===== src/logic/meg_consts.vh =====
// Purpose : constants for the multi-stage envelope generator
// Assumes : APB byte addresses, 32-bit data
// Notes   : offsets, fields, reset values and timing counts
`ifndef MEG_CONSTS_VH
`define MEG_CONSTS_VH
// ---------------------------------------------------------------
// register offsets
// ---------------------------------------------------------------
`define MEG_OFS_TIME0  8'h00
`define MEG_OFS_TIME1  8'h04
`define MEG_OFS_MODE   8'h08
`define MEG_OFS_STAT   8'h0C
// ---------------------------------------------------------------
// reset values
// ---------------------------------------------------------------
`define MEG_RST_TIME0  32'h6300_0000
`define MEG_RST_TIME1  32'h0063_0063
`define MEG_RST_MODE   32'h0000_0000
// ---------------------------------------------------------------
// mode register fields
// ---------------------------------------------------------------
`define MEG_MODE_RESTART 0
`define MEG_MODE_FREERUN 1
`define MEG_MODE_TRACK   2
`define MEG_MODE_PEDAL   3
`define MEG_MODE_MONO    4
`define MEG_MODE_FILT    5
`define MEG_MODE_MATSRC  6
// ---------------------------------------------------------------
// setting values and levels
// ---------------------------------------------------------------
`define MEG_SET_MAX    7'd99
`define MEG_LVL_MAX    16'hFFFF
`define MEG_LVL_STEP   16'h0100
`define MEG_SUS_MUL    10'd662
`define MEG_KEY_MID    7'd60
// ---------------------------------------------------------------
// timing: cycles per step = setting squared shifted left by this
// ---------------------------------------------------------------
`define MEG_TIME_SHIFT 9
`define MEG_TIME_FULL  5'd23
`endif


===== src/logic/meg_envelope.v =====
// Purpose : per-voice envelope generator with delay, attack,
//           decay, sustain decay and release stages, APB slave
// Assumes : note events synchronous to CORE_CLK, 250 MHz
// Notes   : one tick period per 256th of full scale per stage
//
// Overview of operation
// RULE1 - delay zero starts attack at once on note start
// RULE2 - delay above 99 holds until key release, then attacks
// RULE3 - hold delay forces run-to-completion behaviour
// RULE4 - sustain decays to zero; 99 holds, 0 drops at once
// RULE5 - attack ramps to maximum; zero is an abrupt edge
// RULE6 - decay heads for sustain level; sustain 99 skips decay
// RULE7 - note or pedal release enters release, ramps to zero
// RULE8 - normal mode: new note does not restart the envelope
// RULE9 - normal mode: note release goes straight to release
// RULE10 - run-to-completion finishes the cycle despite release
// RULE11 - restart mode: each new note restarts from first stage
// RULE12 - four trigger modes from restart and complete bits
// RULE13 - mono legato retriggers only with restart set
// RULE14 - key tracking scales later stage times two per two octaves
// RULE15 - key tracking never touches the attack time
// RULE16 - pedal short-envelope case jumps to release on note off
// RULE17 - pedal held, released in attack: go to sustain decay
// RULE18 - pedal held, released in delay: output stays zero
// RULE19 - same case with completion: run on, stay in sustain
// RULE20 - pedal response off: pedal is ignored
// RULE21 - level setting scales output, 00 none, 99 full
// RULE22 - velocity modulation scales output by note velocity
// RULE23 - filter instance acts only with depth or matrix source
// RULE24 - time settings map monotonically onto stage durations
// RULE25 - event source gives synchronous strobes and levels
//
// The implementer's own choices: the placing of the registers and the APB slave port.
`include "meg_consts.vh"

module meg_envelope (
  // clock and reset
  input  wire        CORE_CLK,
  input  wire        RSTN,
  // apb slave
  input  wire        PSEL,
  input  wire        PENABLE,
  input  wire        PWRITE,
  input  wire [7:0]  PADDR,
  input  wire [31:0] PWDATA,
  output reg  [31:0] PRDATA,
  output reg         PREADY,
  output reg         PSLVERR,
  // note events
  input  wire        NOTE_ON,
  input  wire        NOTE_OFF,
  input  wire [6:0]  NOTE_KEY,
  input  wire [6:0]  NOTE_VEL,
  input  wire        PEDAL,
  // envelope output
  output reg  [15:0] ENV_OUT,
  output reg  [2:0]  ENV_STAGE,
  output reg         ENV_ACTIVE
);

  // ---------------------------------------------------------------
  // stage codes
  // ---------------------------------------------------------------
  localparam [2:0] ST_IDLE = 3'd0;
  localparam [2:0] ST_DLY  = 3'd1;
  localparam [2:0] ST_ATK  = 3'd2;
  localparam [2:0] ST_DEC  = 3'd3;
  localparam [2:0] ST_SUS  = 3'd4;
  localparam [2:0] ST_REL  = 3'd5;

  reg [31:0] time0_q, time1_q, mode_q;
  reg [2:0]  stage_q, stage_d;
  reg [15:0] env_q, env_d;
  reg [33:0] cnt_q, cnt_d;
  reg        key_q, sus_q, relp_q;
  reg        sus_d, relp_d;
  reg [6:0]  trk_key_q, vel_q;

  // ---------------------------------------------------------------
  // settings
  // ---------------------------------------------------------------
  wire [6:0] s_dly  = time0_q[6:0];
  wire [6:0] s_atk  = time0_q[14:8];
  wire [6:0] s_dec  = time0_q[22:16];
  wire [6:0] s_sus  = time0_q[30:24];
  wire [6:0] s_sdc  = time1_q[6:0];
  wire [6:0] s_rel  = time1_q[14:8];
  wire [6:0] s_lvl  = time1_q[22:16];
  wire [6:0] s_vmod = time1_q[30:24];
  wire [6:0] s_dep  = mode_q[14:8];
  wire hold     = (s_dly > `MEG_SET_MAX);                  // RULE2
  wire restart  = mode_q[`MEG_MODE_RESTART];               // RULE12
  wire freerun  = mode_q[`MEG_MODE_FREERUN] | hold;        // RULE3
  wire pedal_on = mode_q[`MEG_MODE_PEDAL];
  wire ped_held = pedal_on & PEDAL;                        // RULE20
  wire [16:0] sus_prod = s_sus * `MEG_SUS_MUL;
  wire [15:0] sus_lvl  = (s_sus >= `MEG_SET_MAX) ?
                         `MEG_LVL_MAX : sus_prod[15:0];

  // ---------------------------------------------------------------
  // setting to cycles per step, squared curve
  // ---------------------------------------------------------------
  function [33:0] meg_period;                              // RULE24
    input [6:0] s;
    reg   [13:0] sq;
    begin
      sq = s * s;
      meg_period = {11'd0, sq, 9'd0} >> (9 - `MEG_TIME_SHIFT);
    end
  endfunction

  // key tracking: factor two per 24 keys around the middle key
  function [33:0] meg_track;                               // RULE14
    input [33:0] p;
    input [6:0]  key;
    reg   [7:0]  du;
    reg   [2:0]  whole;
    reg   [4:0]  r;
    reg   [10:0] fr;
    reg   [6:0]  fac;
    reg   [44:0] prod;
    begin
      // lower keys give larger du and so longer periods
      if (key >= `MEG_KEY_MID + 7'd48)
        du = 8'd0;
      else if ({1'b0, key} + 8'd48 <= {1'b0, `MEG_KEY_MID})
        du = 8'd96;
      else
        du = 8'd108 - {1'b0, key};
      whole = (du >= 8'd96) ? 3'd4 : (du >= 8'd72) ? 3'd3 :
              (du >= 8'd48) ? 3'd2 : (du >= 8'd24) ? 3'd1 : 3'd0;
      // five-bit wrap is harmless: the remainder is always below 24
      r    = du[4:0] - whole * 5'd24;
      fr   = r * 6'd43;
      fac  = 7'd32 + {1'b0, fr[10:5]};
      prod = (p * fac) << whole;
      meg_track = prod[40:7];
    end
  endfunction

  wire track = mode_q[`MEG_MODE_TRACK];
  reg  [33:0] per;
  // period of the running stage; attack and delay never tracked
  always @* begin
    case (stage_q)
      ST_DLY:  per = meg_period(s_dly);
      ST_ATK:  per = meg_period(s_atk);                    // RULE15
      ST_DEC:  per = track ? meg_track(meg_period(s_dec), trk_key_q)
                           : meg_period(s_dec);
      ST_SUS:  per = track ? meg_track(meg_period(s_sdc), trk_key_q)
                           : meg_period(s_sdc);
      ST_REL:  per = track ? meg_track(meg_period(s_rel), trk_key_q)
                           : meg_period(s_rel);
      default: per = 34'd1;
    endcase
  end
  wire tick = (cnt_q + 34'd1 >= per);

  // ---------------------------------------------------------------
  // event decode
  // ---------------------------------------------------------------
  // pedal lift after a pedal-held note off counts as release
  wire ped_rel = sus_q & ~key_q & pedal_on & ~PEDAL;       // RULE7
  wire short_env = (s_dly == 7'd0) & (s_atk == 7'd0) &
                   ((s_dec == 7'd0) | (s_sus >= `MEG_SET_MAX));
  wire legato = key_q & mode_q[`MEG_MODE_MONO];
  wire retrig = restart;                                   // RULE13
  wire [2:0] first_st = (s_dly == 7'd0) ? ST_ATK : ST_DLY; // RULE1

  // ---------------------------------------------------------------
  // stage machine
  // ---------------------------------------------------------------
  always @* begin
    stage_d = stage_q;
    env_d   = env_q;
    cnt_d   = tick ? 34'd0 : cnt_q + 34'd1;
    sus_d   = sus_q;
    relp_d  = relp_q;
    // stage progression
    case (stage_q)
      ST_DLY: begin
        if (!hold && tick) begin
          stage_d = ST_ATK;
          cnt_d   = 34'd0;
        end
      end
      ST_ATK: begin
        if (s_atk == 7'd0 || (tick &&
            env_q >= `MEG_LVL_MAX - `MEG_LVL_STEP)) begin  // RULE5
          env_d   = `MEG_LVL_MAX;
          stage_d = (s_sus >= `MEG_SET_MAX) ? ST_SUS : ST_DEC; // RULE6
          cnt_d   = 34'd0;
        end else if (tick)
          env_d = env_q + `MEG_LVL_STEP;
      end
      ST_DEC: begin
        if (s_dec == 7'd0 || env_q <= sus_lvl ||
            (tick && env_q - `MEG_LVL_STEP <= sus_lvl)) begin // RULE6
          env_d   = sus_lvl;
          stage_d = ST_SUS;
          cnt_d   = 34'd0;
        end else if (tick)
          env_d = env_q - `MEG_LVL_STEP;
      end
      ST_SUS: begin
        if (relp_q) begin                                  // RULE10
          stage_d = ST_REL;
          relp_d  = 1'b0;
          cnt_d   = 34'd0;
        end else if (s_sdc == 7'd0)
          env_d = 16'h0000;                                // RULE4
        else if (s_sdc < `MEG_SET_MAX && tick)
          env_d = (env_q > `MEG_LVL_STEP) ?
                  env_q - `MEG_LVL_STEP : 16'h0000;        // RULE4
      end
      ST_REL: begin
        if (s_rel == 7'd0 || env_q <= `MEG_LVL_STEP) begin
          if (s_rel == 7'd0 || tick) begin
            env_d   = 16'h0000;                            // RULE7
            stage_d = ST_IDLE;
          end
        end else if (tick)
          env_d = env_q - `MEG_LVL_STEP;
      end
      default: begin
        stage_d = ST_IDLE;
      end
    endcase
    // note off, or pedal lift after a sustained note
    if ((NOTE_OFF && key_q) || ped_rel) begin
      if (NOTE_OFF && ped_held) begin
        sus_d = 1'b1;
        if (short_env && stage_q != ST_REL &&
            stage_q != ST_IDLE) begin
          stage_d = ST_REL;                                // RULE16
          cnt_d   = 34'd0;
        end else if (stage_q == ST_ATK) begin
          stage_d = ST_SUS;                                // RULE17
          env_d   = sus_lvl;
          cnt_d   = 34'd0;
        end else if (stage_q == ST_DLY && !freerun) begin
          stage_d = ST_IDLE;                               // RULE18
          env_d   = 16'h0000;
        end
        // completion case runs on and parks in sustain  // RULE19
      end else begin
        sus_d = 1'b0;
        if (stage_q == ST_DLY && hold) begin
          stage_d = ST_ATK;                                // RULE2
          cnt_d   = 34'd0;
          relp_d  = 1'b1;
        end else if (freerun) begin
          if (stage_q != ST_IDLE && stage_q != ST_REL)
            relp_d = 1'b1;                                 // RULE10
        end else if (stage_q != ST_IDLE &&
                     stage_q != ST_REL) begin
          stage_d = ST_REL;                                // RULE9
          cnt_d   = 34'd0;
        end
      end
    end
    // note on: start, restart or carry on
    if (NOTE_ON) begin
      sus_d = 1'b0;
      if (stage_q == ST_IDLE || (retrig && !legato) ||
          (legato && retrig)) begin                        // RULE11
        stage_d = first_st;
        cnt_d   = 34'd0;
        relp_d  = 1'b0;
        if (retrig)
          env_d = 16'h0000;
      end else if (!key_q && stage_q == ST_REL) begin
        stage_d = ST_ATK;                                  // RULE8
        cnt_d   = 34'd0;
        relp_d  = 1'b0;
      end
    end
  end

  // stage state and note bookkeeping
  always @(posedge CORE_CLK or negedge RSTN) begin
    if (!RSTN) begin
      stage_q   <= ST_IDLE;
      env_q     <= 16'h0000;
      cnt_q     <= 34'd0;
      key_q     <= 1'b0;
      sus_q     <= 1'b0;
      relp_q    <= 1'b0;
      trk_key_q <= 7'd0;
      vel_q     <= 7'd0;
    end else begin
      stage_q <= stage_d;
      env_q   <= env_d;
      cnt_q   <= (stage_d != stage_q) ? 34'd0 : cnt_d;
      sus_q   <= sus_d;
      relp_q  <= relp_d;
      if (NOTE_ON) begin
        key_q     <= 1'b1;
        trk_key_q <= NOTE_KEY;
        vel_q     <= NOTE_VEL;
      end else if (NOTE_OFF)
        key_q <= 1'b0;
    end
  end

  // ---------------------------------------------------------------
  // output scaling: level, velocity and filter gating
  // ---------------------------------------------------------------
  wire [16:0] lvl_p  = s_lvl * 10'd331;
  wire [10:0] lvl_f  = (s_lvl >= `MEG_SET_MAX) ? 11'd1024 :
                       lvl_p[15:5];                        // RULE21
  wire [6:0]  vdiff  = 7'd127 - vel_q;
  wire [13:0] vloss  = s_vmod * vdiff;
  wire [13:0] vgain  = 14'd12573 - vloss;                  // RULE22
  wire [26:0] vg_p   = vgain * 13'd5338;
  wire [10:0] vel_f  = (vg_p[26:16] > 11'd1024) ? 11'd1024
                                                 : vg_p[26:16];
  wire [26:0] o1     = env_q * lvl_f;
  wire [26:0] o2     = o1[25:10] * vel_f;
  // filter copy is silent without depth or a matrix route
  wire gate = ~mode_q[`MEG_MODE_FILT] | (s_dep != 7'd0) |
              mode_q[`MEG_MODE_MATSRC];                    // RULE23
  wire [15:0] out_d = gate ? ((o2[26]) ? `MEG_LVL_MAX : o2[25:10])
                           : 16'h0000;

  // registered outputs, one cycle behind the stage state
  always @(posedge CORE_CLK or negedge RSTN) begin
    if (!RSTN) begin
      ENV_OUT    <= 16'h0000;
      ENV_STAGE  <= ST_IDLE;
      ENV_ACTIVE <= 1'b0;
    end else begin
      ENV_OUT    <= out_d;
      ENV_STAGE  <= stage_q;
      ENV_ACTIVE <= (stage_q != ST_IDLE);
    end
  end

  // ---------------------------------------------------------------
  // apb slave
  // ---------------------------------------------------------------
  wire setup  = PSEL & ~PENABLE;
  wire access = PSEL & PENABLE & PREADY;
  wire mapped = (PADDR == `MEG_OFS_TIME0) | (PADDR == `MEG_OFS_TIME1) |
                (PADDR == `MEG_OFS_MODE)  | (PADDR == `MEG_OFS_STAT);
  reg [31:0] rd_d;
  // read mux; status word shows live stage and level
  always @* begin
    case (PADDR)
      `MEG_OFS_TIME0: rd_d = time0_q;
      `MEG_OFS_TIME1: rd_d = time1_q;
      `MEG_OFS_MODE:  rd_d = mode_q;
      `MEG_OFS_STAT:  rd_d = {8'h00, env_q, 5'd0, stage_q};
      default:        rd_d = 32'h0000_0000;
    endcase
  end

  // answer prepared in setup so every access takes one cycle
  always @(posedge CORE_CLK or negedge RSTN) begin
    if (!RSTN) begin
      PREADY  <= 1'b0;
      PRDATA  <= 32'h0000_0000;
      PSLVERR <= 1'b0;
    end else begin
      PREADY  <= setup;
      PRDATA  <= (setup && !PWRITE) ? rd_d : 32'h0000_0000;
      PSLVERR <= setup & ~mapped;
    end
  end

  // register writes, only at the completing edge
  always @(posedge CORE_CLK or negedge RSTN) begin
    if (!RSTN) begin
      time0_q <= `MEG_RST_TIME0;
      time1_q <= `MEG_RST_TIME1;
      mode_q  <= `MEG_RST_MODE;
    end else if (access && PWRITE) begin
      if (PADDR == `MEG_OFS_TIME0)
        time0_q <= PWDATA & 32'h7F7F_7F7F;
      if (PADDR == `MEG_OFS_TIME1)
        time1_q <= PWDATA & 32'h7F7F_7F7F;
      if (PADDR == `MEG_OFS_MODE)
        mode_q  <= PWDATA & 32'h0000_7F7F;
    end
  end

endmodule // meg_envelope


===== config.mk =====
export PLATFORM = sky130hd
export DESIGN_NAME = meg_envelope
export DESIGN_NICKNAME = d
export VERILOG_FILES = /design/src/logic/meg_envelope.v
export VERILOG_INCLUDE_DIRS = /design/src /design/src/logic
export SDC_FILE = /design/constraint.sdc
export NUM_CORES = 2
export LEC_CHECK = 0
export BUFFER_PORTS_ARGS = -buffer_cell sky130_fd_sc_hd__buf_2
export CAP_MARGIN = 5
export CORE_ASPECT_RATIO = 1.4
export CORE_MARGIN = 2
export CORE_UTILIZATION = 54
export CTS_CLUSTER_SIZE = 24
export DETAILED_ROUTE_END_ITERATION = 8
export GPL_ROUTABILITY_DRIVEN = 0
export HOLD_SLACK_MARGIN = 0.15
export PLACE_DENSITY = 0.8
export SYNTH_ARGS = -nofsm -noshare
export SYNTH_HDL_FRONTEND = slang
export SYNTH_SLANG_ARGS = --single-unit

===== constraint.sdc =====
create_clock -name CORE_CLK -period 22.9 [get_ports CORE_CLK]
set_input_delay 1.145 -clock CORE_CLK [delete_from_list [all_inputs] [get_ports CORE_CLK]]
set_output_delay 1.145 -clock CORE_CLK [all_outputs]
set_load 0.01 [all_outputs]

==> results.json <==
{
  "drc_errors": 0,
  "routed_wl_mm": 121,
  "ys_seq_area_frac": 0.108,
  "timing.fmax_ghz": 0.0580,
  "initial_utilization": 0.546,
  "synth_top_flop_cell": "dfrtp_1",
  "synthCells": 5224,
  "worstPathArrival_ps": 17700,
  "skew_ps": 26.0,
  "tightest_slew_ps": 1260,
  "synth_top_area_share": 0.245,
  "cts_hold_buf": 0,
  "slowest_delay_ps": 780,
  "grt_max_degree": 81,
  "gr-total-overflow": 0,
  "drv_slew": 0,
  "setup-violations-final": 0,
  "place_hpwl_mm": 97.3,
  "cp.required_ps": 23360,
  "drt_iter0_drc": 2207,
  "grtUsageTotal": 0.292,
  "outcome": "completed",
  "async_flop_share": 1.00,
  "synth.area.top_cells": "fa_1 (24%), ha_1 (18%), dfrtp_1 (10%)",
  "synthXorXnorAreaFrac": 0.0495,
  "placementRows": 124,
  "hold_viol_final": 0,
  "io_pins": 116,
  "h-tree-depth": 4,
  "worst_skew_pair.late_latency_ps": 540,
  "synth.cell_area_mm2": 0.0446,
  "cts_resized": 0,
  "die_w_um": 247,
  "synth_fa_ha_area_frac": 0.428,
  "crit_slowest_cell": "nor2_1",
  "synth_warnings": 0,
  "core_mm2": 0.0818,
  "clk_path_buf_depth": 2,
  "antenna_found_initial": 10,
  "preCtsSetupSlack_ps": 5690,
  "grt_first_pass_wirelength_mm": 196,
  "fin_tns_setup_ps": 0,
  "fin_crit_ps": 17250,
  "root_buffer": "clkbuf_16",
  "place_inst": 6249,
  "rsz0062_at_grt": "no",
  "cp_max_fo": 16,
  "fin_cells": 6285,
  "worst_slack_ps": 5650,
  "min_period_over_period": 0.753,
  "die_area_mm2": 0.0850,
  "critPathCaptureType": "flip-flop",
  "port_buffers": 109,
  "cts_sinks": 192,
  "synthSimpleGateAreaFrac": 0.167,
  "die_h_um": 344,
  "yosysTopAreaCell": "fa_1",
  "critPathKind": "reg2reg",
  "ys_seq_elements": 192,
  "cts_inserted_buffers": 17,
  "ant_nets": 0,
  "synth-compound-area-share": 0.114,
  "yosysUniqueCellTypes": 91,
  "cts_setup_buffers": 0,
  "synth_top_family_by_area": "adder cells",
  "synth_edf_count": 0,
  "firstDrtPassIters": 6,
  "cp-start-kind": "flip-flop",
  "drive_above_1_share": 0.0718,
  "cap_violations": 0,
  "grt_pass1_vias": 39400,
  "syn2layout_area_growth_pct": 5.06,
  "viasPerCell": 5.94,
  "wire_per_inst_um": 19.2,
  "final_net_count": 6459,
  "clkTransAtPathRegs_ps": 80,
  "muxShareOfSynthArea": 0.0440,
  "crit_top_cell": "fa_1",
  "vias": 37300,
  "cts_tree": "built",
  "relSlewSlack": 0.141,
  "avgSynthCellArea_um2": 8.54,
  "hold_class": "reg2reg"
}
-- layer usage --
layer	GRT usage	vias up	routed length, um
met5	0	-	23
met3	0.0486	568	8160
met2	0.517	1510	60600
met1	0.303	18200	41300
met4	0.239	4	10800
li1	-	17000	-
-- layout by cell type (no fill, tap or decap), types with 19 or more instances in the layout --
| cell | n |
|---|---|
| buf_4 | 56 |
| nand3_1 | 47 |
| nand2b_1 | 60 |
| a21o_1 | 82 |
| mux2_2 | 81 |
| xnor2_1 | 157 |
| buf_2 | 108 |
| inv_1 | 832 |
| a21oi_1 | 198 |
| nand4_1 | 28 |
| nor3_1 | 84 |
| o22ai_1 | 19 |
| ha_1 | 655 |
| a31oi_1 | 41 |
| or3_1 | 26 |
| and2_1 | 132 |
| o21ai_0 | 171 |
| nor2_1 | 430 |
| fa_1 | 545 |
| nand2_1 | 529 |
| xor2_1 | 88 |
| o211ai_1 | 31 |
| dfrtp_1 | 179 |
| o21bai_1 | 24 |
| mux2i_1 | 78 |
| nor2b_1 | 93 |
| a211oi_1 | 20 |
| o21a_1 | 45 |
| and3_1 | 35 |
-- sequential cells by signal, summed over array words and instances, names as in the netlist --
| register | cells |
|---|---|
| mode_q | 14 |
| PSLVERR | 1 |
| cnt_q | 34 |
| PRDATA | 30 |
| PREADY | 1 |
| key_q | 1 |
| relp_q | 1 |
| stage_q | 3 |
| ENV_STAGE | 3 |
| env_q | 16 |
| time0_q | 28 |
| ENV_OUT | 16 |
| ENV_ACTIVE | 1 |
| sus_q | 1 |
| time1_q | 28 |
| trk_key_q | 7 |
| vel_q | 7 |
-- layout make-up --
cell class                 count  area, um^2
clock buffer                  17         425
multi-input combinational   3987       36000
antenna                        4        10.0
inverter                     834        3130
fill                        7007       34900
timing repair buffer         165         976
clock inverter                15         221
tap                         1071        1340
sequential                   192        4820
-- worst paths after layout --
check | cells past startpoint | end | slack, ps | startpoint
worst max register to register | 56 | ENV_OUT[9] | 5650 | time1_q[20]
worst min register to register | 1 | mode_q[4] | 520 | mode_q[4]
worst min-delay path | 1 | mode_q[4] | 520 | mode_q[4]
min in group asynchronous | 1 | PRDATA[0] | 550 | RSTN
worst max-delay path | 56 | ENV_OUT[9] | 5650 | time1_q[20]
max in group asynchronous | 3 | env_q[4] | 20150 | RSTN
-- logic make-up after synthesis --
kind of cell | after synthesis
AOI/OAI and AO/OA | 780
xor gates and xnor gates | 252
adders and majority gates | 1201
buffers and inverters | 1052
DFF | 192
muxes | 171
other | 2
and+or+nand+nor | 1574
-- through the flow --
step	utilization	instance area, um^2	hold WS [ps]
floorplan	-	44600	352
global placement	0.565	46200	490
detailed placement	0.565	46200	509
CTS	0.573	46900	527
global route	0.573	46900	539
finish	0.573	46900	524
-- synthesized netlist by cell type, types with 78 or more instances --
master,number
and2_1,132
inv_1,832
nor3_1,85
mux2_2,81
fa_1,545
nor2b_1,93
nand2_1,529
a21oi_1,199
o21ai_0,172
dfrtp_1,180
nor2_1,432
mux2i_1,78
clkbuf_1,193
a21o_1,82
xor2_1,92
xnor2_1,160
ha_1,655
-- worst max-delay path, delay by kind of cell, from the launching register on --
family          cells  cell delay (ps)
compound gates     23             6200
xor+xnor            2              940
fa+ha+maj          17             7520
buf+inv             9              550
flops               1              530
simple gates        5             1410
Power is left out: the tool's default activity adds up to more than one toggle a clock period on the data nets, which glitch-free logic cannot reach.
